**src/rtl/can_filter_pkg.sv**
```systemverilog
// Purpose: shared constants and types for the acceptance filter, flag and low-power block
// Assumes: one 200 MHz clock, synchronous active-high reset
// Notes: limits, counts and the filter pattern reset values live here; the core sets its other reset values
//
// Overview of operation
// [RULE_01] single mode: one 32-bit masked compare
// [RULE_02] dual mode: two 16-bit masked compares
// [RULE_03] quad mode: four 8-bit leading-id compares
// [RULE_04] closed mode: never accept, never set full
// [RULE_05] set mask bit makes id bit don't care
// [RULE_06] accept sets full flag, lowest hit wins
// [RULE_07] transmit request per empty enabled buffer
// [RULE_08] receive irq right after end of frame
// [RULE_09] wakeup irq only with ack and enable
// [RULE_10] warning flags when counter reaches 96
// [RULE_11] passive above 127, bus-off above 255
// [RULE_12] four vectors, eleven sources, global mask
// [RULE_13] flags clear by one-write, not while condition
// [RULE_14] software clears flags without read-modify-write
// [RULE_15] error counters are never writable
// [RULE_16] config writes only accepted in soft reset
// [RULE_17] transmit pin recessive in low-power modes
// [RULE_18] mode decode from stop, ack, soft reset
// [RULE_19] low-power modes stop non-register logic
// [RULE_20] sleep waits for transmit and receive to end
// [RULE_21] sleep freezes bus-off count, copy, abort
// [RULE_22] wake on activity, request clear, soft reset
// [RULE_23] after wake wait eleven recessive bits
// [RULE_24] sleep request clear ignored until acknowledged
// [RULE_25] hit index binary, held until next accept

package can_filter_pkg;

	// ************************************************
	// filter modes and counts
	// ************************************************
	localparam logic [1:0] mode_single = 2'h0;
	localparam logic [1:0] mode_dual = 2'h1;
	localparam logic [1:0] mode_quad = 2'h2;
	localparam logic [1:0] mode_closed = 2'h3;
	localparam logic [8:0] warn_limit = 9'h060;
	localparam logic [8:0] passive_limit = 9'h07f;
	localparam logic [8:0] busoff_limit = 9'h0ff;
	localparam logic [3:0] wake_recessive_bits = 4'hb;
	localparam int fifo_depth = 32;
	localparam int fifo_width = 32;

	// ************************************************
	// reset values
	// ************************************************
	localparam logic [31:0] pattern_reset = 32'h0000_0000;
	localparam logic [31:0] dont_care_reset = 32'hffff_ffff;

	typedef enum logic [3:0] {
		st_normal = 4'h1,
		st_sleep_wait = 4'h2,
		st_sleep = 4'h4,
		st_wake_sync = 4'h8
	} sleep_state_t;

	// configuration, locked outside soft reset
	typedef struct packed {
		logic [1:0] filter_mode;
		logic [31:0] id_accept_pattern;
		logic [31:0] id_dont_care_pattern;
	} filter_cfg_t;

	// error-type flags, bit order matches the enable port
	typedef struct packed {
		logic overrun_flag;
		logic bus_off_flag;
		logic tx_passive_flag;
		logic rx_passive_flag;
		logic tx_warning_flag;
		logic rx_warning_flag;
	} err_flags_t;

	// four vector request lines
	typedef struct packed {
		logic wakeup;
		logic error;
		logic receive;
		logic transmit;
	} irq_t;

endpackage : can_filter_pkg

```
**src/rtl/can_filter_fifo.sv**
```systemverilog
// Purpose: frame fifo between the bus side and the foreground copy
// Assumes: single clock, synchronous reset
// Notes: depth must be a power of two
`timescale 1ns/1ps
module can_filter_fifo #(
	parameter int width = 32,
	parameter int depth = 32
) (
	input wire logic sys_clk,
	input wire logic srst,
	input wire logic [width-1:0] in_data,
	input wire logic in_valid,
	output logic in_ready,
	output logic [width-1:0] out_data,
	output logic out_valid,
	input wire logic out_ready
);
	localparam int aw = $clog2(depth);

	// ************************************************
	// storage and pointers
	// ************************************************
	typedef struct packed {
		logic [aw:0] wr_ptr; // extra bit tells full from empty
		logic [aw:0] rd_ptr;
	} fifo_state_t;

	fifo_state_t state;
	fifo_state_t next_state;
	logic [width-1:0] mem [depth];
	logic push;
	logic pop;

	assign in_ready = (state.wr_ptr - state.rd_ptr) != (aw+1)'(depth);
	assign out_valid = state.wr_ptr != state.rd_ptr;
	assign out_data = mem[state.rd_ptr[aw-1:0]];
	assign push = in_valid && in_ready;
	assign pop = out_valid && out_ready;

	// pointer update
	always_comb
	begin
		next_state = state;
		if (push)
		begin
			next_state.wr_ptr = state.wr_ptr + 1'b1;
		end
		if (pop)
		begin
			next_state.rd_ptr = state.rd_ptr + 1'b1;
		end
	end

	// register pointers; memory has no reset
	always_ff @(posedge sys_clk)
	begin
		if (srst)
		begin
			state <= '0;
		end
		else
		begin
			state <= next_state;
		end
		if (push)
		begin
			mem[state.wr_ptr[aw-1:0]] <= in_data;
		end
	end
endmodule : can_filter_fifo

```
**src/rtl/can_filter_core.sv**
```systemverilog
// Purpose: acceptance filter, interrupt flags, config lock and low-power control
// Assumes: bus-side events arrive as one-cycle pulses on sys_clk; bus pins are async
// Notes: a fifo holds frame ids while the foreground is busy
`timescale 1ns/1ps
module can_filter_core (
	input wire logic sys_clk,
	input wire logic srst,
	// configuration write port
	input wire logic cfg_write,
	input wire can_filter_pkg::filter_cfg_t cfg_data,
	// frame side
	input wire logic [31:0] frame_id,
	input wire logic frame_eof,
	input wire logic frame_own,
	output logic frame_ready,
	input wire logic tx_active,
	input wire logic rx_active,
	input wire logic bit_tick,
	input wire logic can_rx_pin,
	input wire logic tx_bit,
	input wire logic [2:0] tx_buffer_empty_set,
	input wire logic [8:0] rx_error_count,
	input wire logic [8:0] tx_error_count,
	// software flag control
	input wire logic receive_full_clear,
	input wire logic [2:0] tx_empty_clear,
	input wire logic [5:0] err_flag_clear,
	input wire logic wakeup_clear,
	input wire logic receive_irq_enable,
	input wire logic [2:0] tx_buffer_irq_enable,
	input wire logic [5:0] err_irq_enable,
	input wire logic wakeup_irq_enable,
	input wire logic global_irq_mask,
	input wire logic sleep_request_set,
	input wire logic sleep_request_clear,
	input wire logic soft_reset_bit,
	input wire logic cpu_stop,
	// status outputs
	output logic receive_full_flag,
	output logic hit_index_high,
	output logic hit_index_low,
	output logic [2:0] tx_buffer_empty,
	output can_filter_pkg::err_flags_t err_flags,
	output logic wakeup_flag,
	output logic sleep_request,
	output logic sleep_acknowledge,
	output logic power_down,
	output logic bus_off_frozen,
	output logic can_transmit_pin,
	output can_filter_pkg::irq_t irq,
	output can_filter_pkg::filter_cfg_t cfg_view
);

	// ************************************************
	// state
	// ************************************************
	typedef struct packed {
		can_filter_pkg::filter_cfg_t cfg;
		can_filter_pkg::sleep_state_t sleep_state;
		logic [1:0] rx_sync;          // rx pin synchroniser
		logic [1:0] stop_sync;        // stop level synchroniser
		logic [3:0] recessive_count;  // wake-up resync count
		logic rx_full;
		logic [1:0] hit;
		logic [2:0] tx_empty;
		can_filter_pkg::err_flags_t err;
		logic wake;
		logic slp_req;
		logic pwr_down;
		logic frozen;
		logic tx_pin;
		can_filter_pkg::irq_t irq;
	} core_state_t;

	core_state_t state;
	core_state_t next_state;

	localparam int fifo_width_c = can_filter_pkg::fifo_width;
	logic [fifo_width_c-1:0] fifo_out;
	logic fifo_valid;
	logic fifo_pop;
	logic [3:0] hit_vec;
	logic [1:0] hit_idx;
	logic accept;
	logic low_power;
	logic sleeping;
	logic rx_level;
	logic [5:0] err_cond;
	logic offline; // off the bus: low power or wake resync

	// ************************************************
	// frame buffer
	// ************************************************
	// own frames never reach the foreground, so they are dropped here
	can_filter_fifo #(
		.width(can_filter_pkg::fifo_width),
		.depth(can_filter_pkg::fifo_depth)
	) u_fifo (
		.sys_clk(sys_clk),
		.srst(srst),
		.in_data(frame_id),
		.in_valid(frame_eof && !frame_own && !offline),
		.in_ready(frame_ready),
		.out_data(fifo_out),
		.out_valid(fifo_valid),
		.out_ready(fifo_pop)
	);

	// ************************************************
	// acceptance compare
	// ************************************************
	// one masked bit-equality vector, regrouped by single and dual; quad uses lead_ok
	logic [31:0] bit_ok;
	assign bit_ok = ~(fifo_out ^ state.cfg.id_accept_pattern)
		| state.cfg.id_dont_care_pattern; // RULE_05
	logic [31:0] lead_ok; // quad: leading id byte against each filter byte
	assign lead_ok = ~({4{fifo_out[31:24]}} ^ state.cfg.id_accept_pattern)
		| state.cfg.id_dont_care_pattern;

	always_comb
	begin
		hit_vec = 4'h0;
		unique case (state.cfg.filter_mode)
			can_filter_pkg::mode_single:
			begin
				hit_vec[0] = &bit_ok; // RULE_01
			end
			can_filter_pkg::mode_dual:
			begin
				hit_vec[0] = &bit_ok[31:16]; // RULE_02
				hit_vec[1] = &bit_ok[15:0];
			end
			can_filter_pkg::mode_quad:
			begin
				hit_vec[0] = &lead_ok[31:24]; // RULE_03
				hit_vec[1] = &lead_ok[23:16];
				hit_vec[2] = &lead_ok[15:8];
				hit_vec[3] = &lead_ok[7:0];
			end
			can_filter_pkg::mode_closed:
			begin
				hit_vec = 4'h0; // RULE_04
			end
		endcase
	end

	// lowest filter number wins
	always_comb
	begin
		hit_idx = 2'h0;
		if (hit_vec[0])
			hit_idx = 2'h0; // RULE_06
		else if (hit_vec[1])
			hit_idx = 2'h1;
		else if (hit_vec[2])
			hit_idx = 2'h2;
		else
			hit_idx = 2'h3;
	end

	assign sleeping = state.sleep_state == can_filter_pkg::st_sleep;
	assign low_power = sleeping || soft_reset_bit || state.pwr_down;
	assign offline = low_power || state.sleep_state == can_filter_pkg::st_wake_sync; // RULE_23
	// copy only while awake; a busy foreground stalls the fifo at a matching frame, non-matching ones are still popped
	assign fifo_pop = fifo_valid && !low_power && (!state.rx_full || hit_vec == 4'h0); // RULE_21
	assign accept = fifo_pop && (hit_vec != 4'h0);
	assign rx_level = state.rx_sync[1];

	// error conditions from the counters, read only
	assign err_cond[0] = rx_error_count >= can_filter_pkg::warn_limit; // RULE_10
	assign err_cond[1] = tx_error_count >= can_filter_pkg::warn_limit;
	assign err_cond[2] = rx_error_count > can_filter_pkg::passive_limit; // RULE_11
	assign err_cond[3] = tx_error_count > can_filter_pkg::passive_limit;
	assign err_cond[4] = tx_error_count > can_filter_pkg::busoff_limit;
	assign err_cond[5] = 1'b0; // overrun is event driven

	// ************************************************
	// next-state logic
	// ************************************************
	always_comb
	begin
		next_state = state;
		next_state.rx_sync = {state.rx_sync[0], can_rx_pin};
		next_state.stop_sync = {state.stop_sync[0], cpu_stop};
		next_state.pwr_down = state.stop_sync[1]; // RULE_18

		// configuration only while soft reset holds
		if (cfg_write && soft_reset_bit)
			next_state.cfg = cfg_data; // RULE_16

		// receive flag: set wins over clear; a queued match sets it again on the next accept
		if (receive_full_clear)
			next_state.rx_full = 1'b0; // RULE_13
		if (accept)
		begin
			next_state.rx_full = 1'b1; // RULE_08
			next_state.hit = hit_idx; // RULE_25
		end

		// counter-level flags; set wins over clear
		for (int i = 0; i < 6; i++)
		begin
			if (err_flag_clear[i] && !err_cond[i])
				next_state.err[i] = 1'b0; // RULE_13
			if (err_cond[i])
				next_state.err[i] = 1'b1;
		end
		if (frame_eof && !frame_own && !frame_ready && !offline)
			next_state.err.overrun_flag = 1'b1;

		// transmit empty flags; clearing queues the buffer
		for (int i = 0; i < 3; i++)
		begin
			if (tx_empty_clear[i])
				next_state.tx_empty[i] = 1'b0;
			if (tx_buffer_empty_set[i])
				next_state.tx_empty[i] = 1'b1;
		end

		if (wakeup_clear)
			next_state.wake = 1'b0;

		// sleep request bit; clear refused until acknowledged
		if (sleep_request_set)
			next_state.slp_req = 1'b1;
		else if (sleep_request_clear && sleeping)
			next_state.slp_req = 1'b0; // RULE_24

		// sleep handshake
		unique case (state.sleep_state)
			can_filter_pkg::st_normal:
			begin
				if (state.slp_req && !soft_reset_bit)
					next_state.sleep_state = can_filter_pkg::st_sleep_wait;
			end
			can_filter_pkg::st_sleep_wait:
			begin
				// queued transmits count as activity until all buffers are empty
				if (!state.slp_req || soft_reset_bit)
					next_state.sleep_state = can_filter_pkg::st_normal;
				else if (!tx_active && !rx_active && (&state.tx_empty))
					next_state.sleep_state = can_filter_pkg::st_sleep; // RULE_20
			end
			can_filter_pkg::st_sleep:
			begin
				// a dominant level on the bus is the activity
				if (!rx_level || !state.slp_req || soft_reset_bit)
				begin
					next_state.sleep_state = can_filter_pkg::st_wake_sync; // RULE_22
					next_state.recessive_count = 4'h0;
					if (!rx_level && wakeup_irq_enable)
						next_state.wake = 1'b1; // RULE_09
					if (!rx_level)
						next_state.slp_req = 1'b0;
				end
			end
			can_filter_pkg::st_wake_sync:
			begin
				if (!rx_level)
					next_state.recessive_count = 4'h0;
				else if (bit_tick)
					next_state.recessive_count = state.recessive_count + 4'h1;
				if (state.recessive_count == can_filter_pkg::wake_recessive_bits)
					next_state.sleep_state = can_filter_pkg::st_normal; // RULE_23
			end
		endcase

		// activity during power-down also wakes, acknowledge permitting
		if (state.pwr_down && sleeping && !rx_level && wakeup_irq_enable)
			next_state.wake = 1'b1; // RULE_09

		next_state.frozen = low_power; // RULE_21
		// recessive drive while any low-power mode or resync runs
		next_state.tx_pin = (offline || state.stop_sync[1] // RULE_17 RULE_19
			|| next_state.sleep_state == can_filter_pkg::st_sleep) ? 1'b1 : tx_bit;

		// vectors: local enable then global mask
		next_state.irq.transmit = global_irq_mask && |(state.tx_empty & tx_buffer_irq_enable); // RULE_07
		next_state.irq.receive = global_irq_mask && state.rx_full && receive_irq_enable; // RULE_12
		next_state.irq.error = global_irq_mask && |(state.err & err_irq_enable);
		next_state.irq.wakeup = global_irq_mask && state.wake && wakeup_irq_enable;
	end

	// ************************************************
	// registers
	// ************************************************
	always_ff @(posedge sys_clk)
	begin
		if (srst)
		begin
			state <= '0;
			state.cfg.id_accept_pattern <= can_filter_pkg::pattern_reset;
			state.cfg.id_dont_care_pattern <= can_filter_pkg::dont_care_reset;
			state.cfg.filter_mode <= can_filter_pkg::mode_single;
			state.sleep_state <= can_filter_pkg::st_normal;
			state.tx_empty <= 3'h7;
			state.rx_sync <= 2'h3;
			state.tx_pin <= 1'b1;
		end
		else
		begin
			state <= next_state;
		end
	end

	// ************************************************
	// outputs straight from state
	// ************************************************
	// the error counters are inputs only, so nothing here can change them
	assign receive_full_flag = state.rx_full; // RULE_15
	assign hit_index_high = state.hit[1];
	assign hit_index_low = state.hit[0];
	assign tx_buffer_empty = state.tx_empty;
	assign err_flags = state.err;
	assign wakeup_flag = state.wake;
	assign sleep_request = state.slp_req;
	assign sleep_acknowledge = sleeping;
	assign power_down = state.pwr_down;
	assign bus_off_frozen = state.frozen;
	assign can_transmit_pin = state.tx_pin;
	assign irq = state.irq;
	assign cfg_view = state.cfg;
endmodule : can_filter_core

```
**config.mk**
```make
export PLATFORM = sky130hd
export DESIGN_NAME = can_filter_core
export DESIGN_NICKNAME = d
export VERILOG_FILES = /design/src/rtl/can_filter_pkg.sv /design/src/rtl/can_filter_fifo.sv /design/src/rtl/can_filter_core.sv
export SDC_FILE = /design/constraint.sdc
export NUM_CORES = 1
export LEC_CHECK = 0
export BUFFER_PORTS_ARGS = -buffer_cell sky130_fd_sc_hd__buf_4
export CORE_AREA = 2 2 335 403
export DETAILED_ROUTE_END_ITERATION = 6
export DIE_AREA = 0 0 337 405
export HOLD_SLACK_MARGIN = 0.15
export PLACE_DENSITY = 0.5
export SLEW_MARGIN = 20
export SYNTH_ARGS = -nofsm -noshare
export SYNTH_HDL_FRONTEND = slang
export SYNTH_SLANG_ARGS = --single-unit
```
**constraint.sdc**
```tcl
create_clock -name sys_clk -period 10.2 [get_ports sys_clk]
set_input_delay 1.02 -clock sys_clk [delete_from_list [all_inputs] [get_ports sys_clk]]
set_output_delay 1.02 -clock sys_clk [all_outputs]
set_load 0.01 [all_outputs]
```
* Word level (Yosys, flattened, before mapping)
Memory sizes are Yosys's and may differ from the RTL's. A register that Yosys moved wholly into a read port is not among the register bits. Cells that the tools add are included.
Cells by class: add/sub/neg operators 4, magnitude comparators 5, equal/unequal tests 13, mux-type cells 42, bitwise gates (word level) 8, reductions and logical operators 79
Operators by type and width (number):
- $not A32 Y32 | 2
- $or A32 B32 Y32 | 2
- $xor A32 B32 Y32 | 2
- $mux W4 | 8
- $reduce_and A16 Y1 | 2
- $reduce_and A32 Y1 | 1
- $reduce_and A8 Y1 | 4
- $logic_and A1 B1 Y1 | 29
- $mux W1 | 22
- $ge A9 B7 Y1 const B | 2
- $gt A9 B7 Y1 const B | 2
- $pmux W4 S4 | 1
- $reduce_bool A2 Y1 | 8
- $logic_not A1 Y1 | 15
- $add A6 B1 Y6 const B | 2
- $mux W2 | 5
- $mux W5 | 2
- $gt A9 B8 Y1 const B | 1
- $logic_or A1 B1 Y1 | 9
- $eq A4 B3 Y1 const B | 2
- $eq A4 B4 Y1 const B | 2
- $pmux W4 S2 | 1
- $reduce_or A2 Y1 | 4
- $and A6 B6 Y6 | 1
- other kinds (20) | 22
Storage, ports and cells: bits in registers 111, memory bits (writable) 1024, bits of input ports 156, output and inout port bits 89, word-level logic and storage cells 181, memories 1
Memory list:
- u_fifo.mem | depth 32, width 32, rd ports 1, clocked after memory_dff 1, write ports 1, RTL line can_filter_fifo.sv:30 | logic [width-1:0] mem [depth];

* Depth between registers and ports, before layout
depth after elaboration 11, mapped depth 17

* Hierarchy
Synthesis repeated with hierarchy kept, for this count alone.
Second synthesis, totals: cell total of the unflattened synthesis 2256, area total of the unflattened synthesis 45142.0 um^2
Modules (own cells, without submodules):
- can_filter_fifo | instances 1, cells each 1608, area each 39882.0 um^2, seq. area each 31089.8 um^2
- can_filter_core | instances 1, cells each 648, area each 5260.0 um^2, seq. area each 1981.9 um^2

* Worst setup path after synthesis
Ideal clock, no wire load.
path type input -> register, from input port soft_reset_bit, to memory u_fifo.mem[31][0] (enable), setup time 0.421 ns, arrival time 3.703 ns, setup slack 6.076 ns, cell stages on the path 7, path through nor3_1 -> nor2b_1 -> nor4bb_1 -> clkbuf_1 -> nand2_1 -> clkbuf_1 -> nor2_1
Between the ends: word-level cells in the longest chain between the ends 8
RTL lines:
- start, declared | RTL line can_filter_core.sv:36 | input wire logic soft_reset_bit,
- $logic_or A1 B1 Y1 (2 in series) | RTL line can_filter_core.sv:162 | assign low_power = sleeping || soft_reset_bit || state.pwr_down;
- $logic_or A1 B1 Y1 | RTL line can_filter_core.sv:163 | assign offline = low_power || state.sleep_state == can_filter_pkg::st_wake_sync;
- $logic_not A1 Y1 | RTL line can_filter_core.sv:102 | .in_valid(frame_eof && !frame_own && !offline),
- $logic_and A1 B1 Y1 | RTL line can_filter_core.sv:102
- $logic_and A1 B1 Y1 | RTL line can_filter_fifo.sv:37 | assign push = in_valid && in_ready;
- $mux W1 | RTL line can_filter_fifo.sv:65 | if (push)
- $mux W1 (implied by the code) | RTL line can_filter_fifo.sv:67 | mem[state.wr_ptr[aw-1:0]] <= in_data;
- end, declared | RTL line can_filter_fifo.sv:30
Every way passes these cells.

==> run metrics <==
setup TNS 0 ns; Port Buffers 234; drc violations 0; via count of the first global-routing pass 25900; Worst EP arrival 6.35 ns; outcome finished clean; register area share after synthesis 0.718; Rows 147; Post-Syn Area 46100 um2; Non-Filler Instances 4855; cell total after placement 4652; FF+latch count, synth 1140; layout cells sized above 1 0.188; multi-input logic area 11500 um2; Fin Hold WS 0.404 ns; total clock buffers created by CTS 108; Hold Path Depth 1; Sink Count 1140; slowest stage delay, CP 0.73 ns; root buf cell clkbuf_16; Post-Syn Area per Cell 16.4 um2; Area growth syn-to-layout 14.5%; endpoint type of the worst setup path flop; drt via density 5.19; Finish-stage setup viols 0; unrepaired setup endpoints after global routing false; Pleak 16.4 nW; Syn Inst Count 2802; Peak VDD IR 0.000130 V; die width 337 um; most common cell after layout, fill and taps aside edfxtp_1; GRT overflow 0; routed via count 25200; die area 136000 um2; Max clock buf depth 3; fin crit share 0.565; Yosys top cell area share 0.668; Die Y-Extent 405 um; Slowest cell on crit path buf_4; post-cts hold buffer count 0; largest family of logic cells by synthesized area multiplexers; commonest cells after routing, fill and taps aside edfxtp_1 (1024), mux2i_1 (403), buf_4 (291); number of I/O pins 245; multiplexer share of the synthesized area 0.119; Final Skew 0.0300 ns; CTS HTree Levels 3; HPWL after DPL 72.6 mm; Adder-Cell Fraction of Synth Area 0.00380; Syn. warnings 0; R2R cell count 14; first-pass GRT wire length 180 mm; Hold Violations, Final 0; CP Cell Sequence buf_4, nor2b_4, buf_4, a22oi_1, nand3_1, nand4_1, xnor2_1, o22ai_1, nor4_1, nand4_1, o22ai_1, a311oi_1, o211ai_2, mux2_2; setup repair bufs after CTS 0; syn_nets 2972; CP Buf/Inv Count 2; delay-heaviest family, CP simple AND/OR/NAND/NOR gates; Slew Limit Fails 0; CORE AREA 133000 um2; Worst-path clk slew 0.06 ns; Initial Util 0.346; headroom to the max-slew limit 0.233; f_max 0.174 GHz; Design Power 10.0 mW; Synth Area in XOR/XNOR 0.0116; Tmin final 5.76 ns; Fillers 12100; GPL Wtd Cong 0.796; crit path kind reg2reg; CP max FO 48; pre-CTS setup slack 4.40 ns; FF+latch area 33100 um2; Routed WL 127 mm; Synth Area in Compound Gates 0.0559; post-layout net count 3144; Total GRT Usage 0.183; largest area contributor in the netlist edfxtp_1; fraction of registers with async set/reset 0; Crit path required time 10.79 ns; pwr/cell area 191 nW/um2; Cell variety after synth 77; Synth area leaders edfxtp_1 (67%), mux2i_1 (8.8%), dfxtp_1 (5.0%), a22oi_1 (2.8%), mux4_2 (2.6%); DR WL/cell 26.1 um; Worst Max-Slew Pin Slew 1.15 ns; post-CTS sizing 0; DRT antenna net count 0; final setup margin 4.44 ns; Skew-Pair Late Insertion Delay 0.73 ns; pin count of the biggest net entering global routing 114; HP Class reg2reg; CTS tree done; EDFF count, synth 1024; initial antenna violation count 8; post-synthesis simple-gate area fraction 0.0539; max-capacitance violation count 0; Crit path depth 14; first-pass detailed-route iteration total 5; Primary FF master, synth edfxtp_1; First DRT Iteration DRCs 1880; crit path launch type flop
[power by group]
part / internal [mW] / leakage (nW) / switching (mW) / total (mW)
Clock: 2.30 / 1.73 / 1.73 / 4.03
Sequential: 5.11 / 10.2 / 0.0468 / 5.16
Combinational: 0.325 / 4.47 / 0.535 / 0.860
Total: 7.73 / 16.4 / 2.32 / 10.0
[state kept, by name, indices dropped and copies added, names as in the netlist, named ones only]
| register | count |
|---|---|
| u_fifo.mem | 1024 |
| cfg_view | 66 |
| u_fifo.state | 12 |
| state | 8 |
| err_flags | 6 |
| irq | 4 |
| next_state | 3 |
| tx_buffer_empty | 3 |
| bus_off_frozen | 1 |
| can_transmit_pin | 1 |
| hit_index_high | 1 |
| hit_index_low | 1 |
| power_down | 1 |
| receive_full_flag | 1 |
| rx_level | 1 |
| sleep_request | 1 |
| wakeup_flag | 1 |
[logic make-up (layout without fill, tap and decap cells)]
kind of cell,after synthesis,after routing
flip-flops,1140,1140
buffers and inverters,250,512
AO/OA/AOI/OAI,356,356
multiplexers,473,473
adder cells (fa/ha/maj),14,14
AND/OR/NAND/NOR,508,508
other,0,3
XOR/XNOR,61,61
[synth_stat cells (6+ instances only)]
cell / instances
inv_1: 19
clkbuf_1: 50
nand2b_1: 9
nor3_1: 11
nor2b_1: 27
buf_4: 101
buf_2: 22
nand2_1: 180
buf_8: 9
dfxtp_1: 116
edfxtp_1: 1024
a31oi_1: 8
mux4_2: 54
o22a_1: 6
o21ai_0: 13
mux2_2: 11
a22oi_1: 169
nand3_1: 99
a22o_1: 10
a211oi_1: 8
nand4_1: 28
ha_1: 14
xnor2_1: 51
o22ai_1: 12
nand3b_1: 36
buf_1: 19
a21oi_1: 74
mux2i_1: 403
buf_12: 7
a221oi_1: 12
xor2_1: 10
buf_6: 23
nor2_1: 79
and3_1: 8
[area by class of cell]
cell class                      count  area share
Antenna cell                        3    0.000142
Clock buffer                      135      0.0543
Multi-Input combinational cell   1412       0.219
Clock inverter                     65      0.0130
Timing Repair Buffer              293      0.0422
Sequential cell                  1140       0.628
Inverter                           19     0.00135
Tap cell                         1788      0.0424
[path summary, 6_finish.rpt]
path                        from         endpoint  slack, ns
setup / recovery            flop  u_fifo.state[2]       4.44
hold / removal    next_state[28]         rx_level       0.40
setup reg to reg            flop  u_fifo.state[2]       4.44
hold reg to reg   next_state[28]         rx_level       0.40
[metal layers]
layer | wire (um) | vias to the layer above | GRT usage
met1 | 52200 | 13000 | 0.228
met4 | 3470 | 10 | 0.0621
li1 | - | 11200 | -
met5 | 57 | - | 0
met3 | 6750 | 186 | 0.0249
met2 | 64200 | 826 | 0.325
[metrics by stage]
step,area [um2],utilization
2_1_floorplan,46100,-
3_3_place_gp,49200,0.370
3_5_place_dp,49200,0.370
4_1_cts,52700,0.396
5_1_grt,52700,0.396
6_report,52700,0.396
Note: power is estimated with default switching activity, not from simulation.
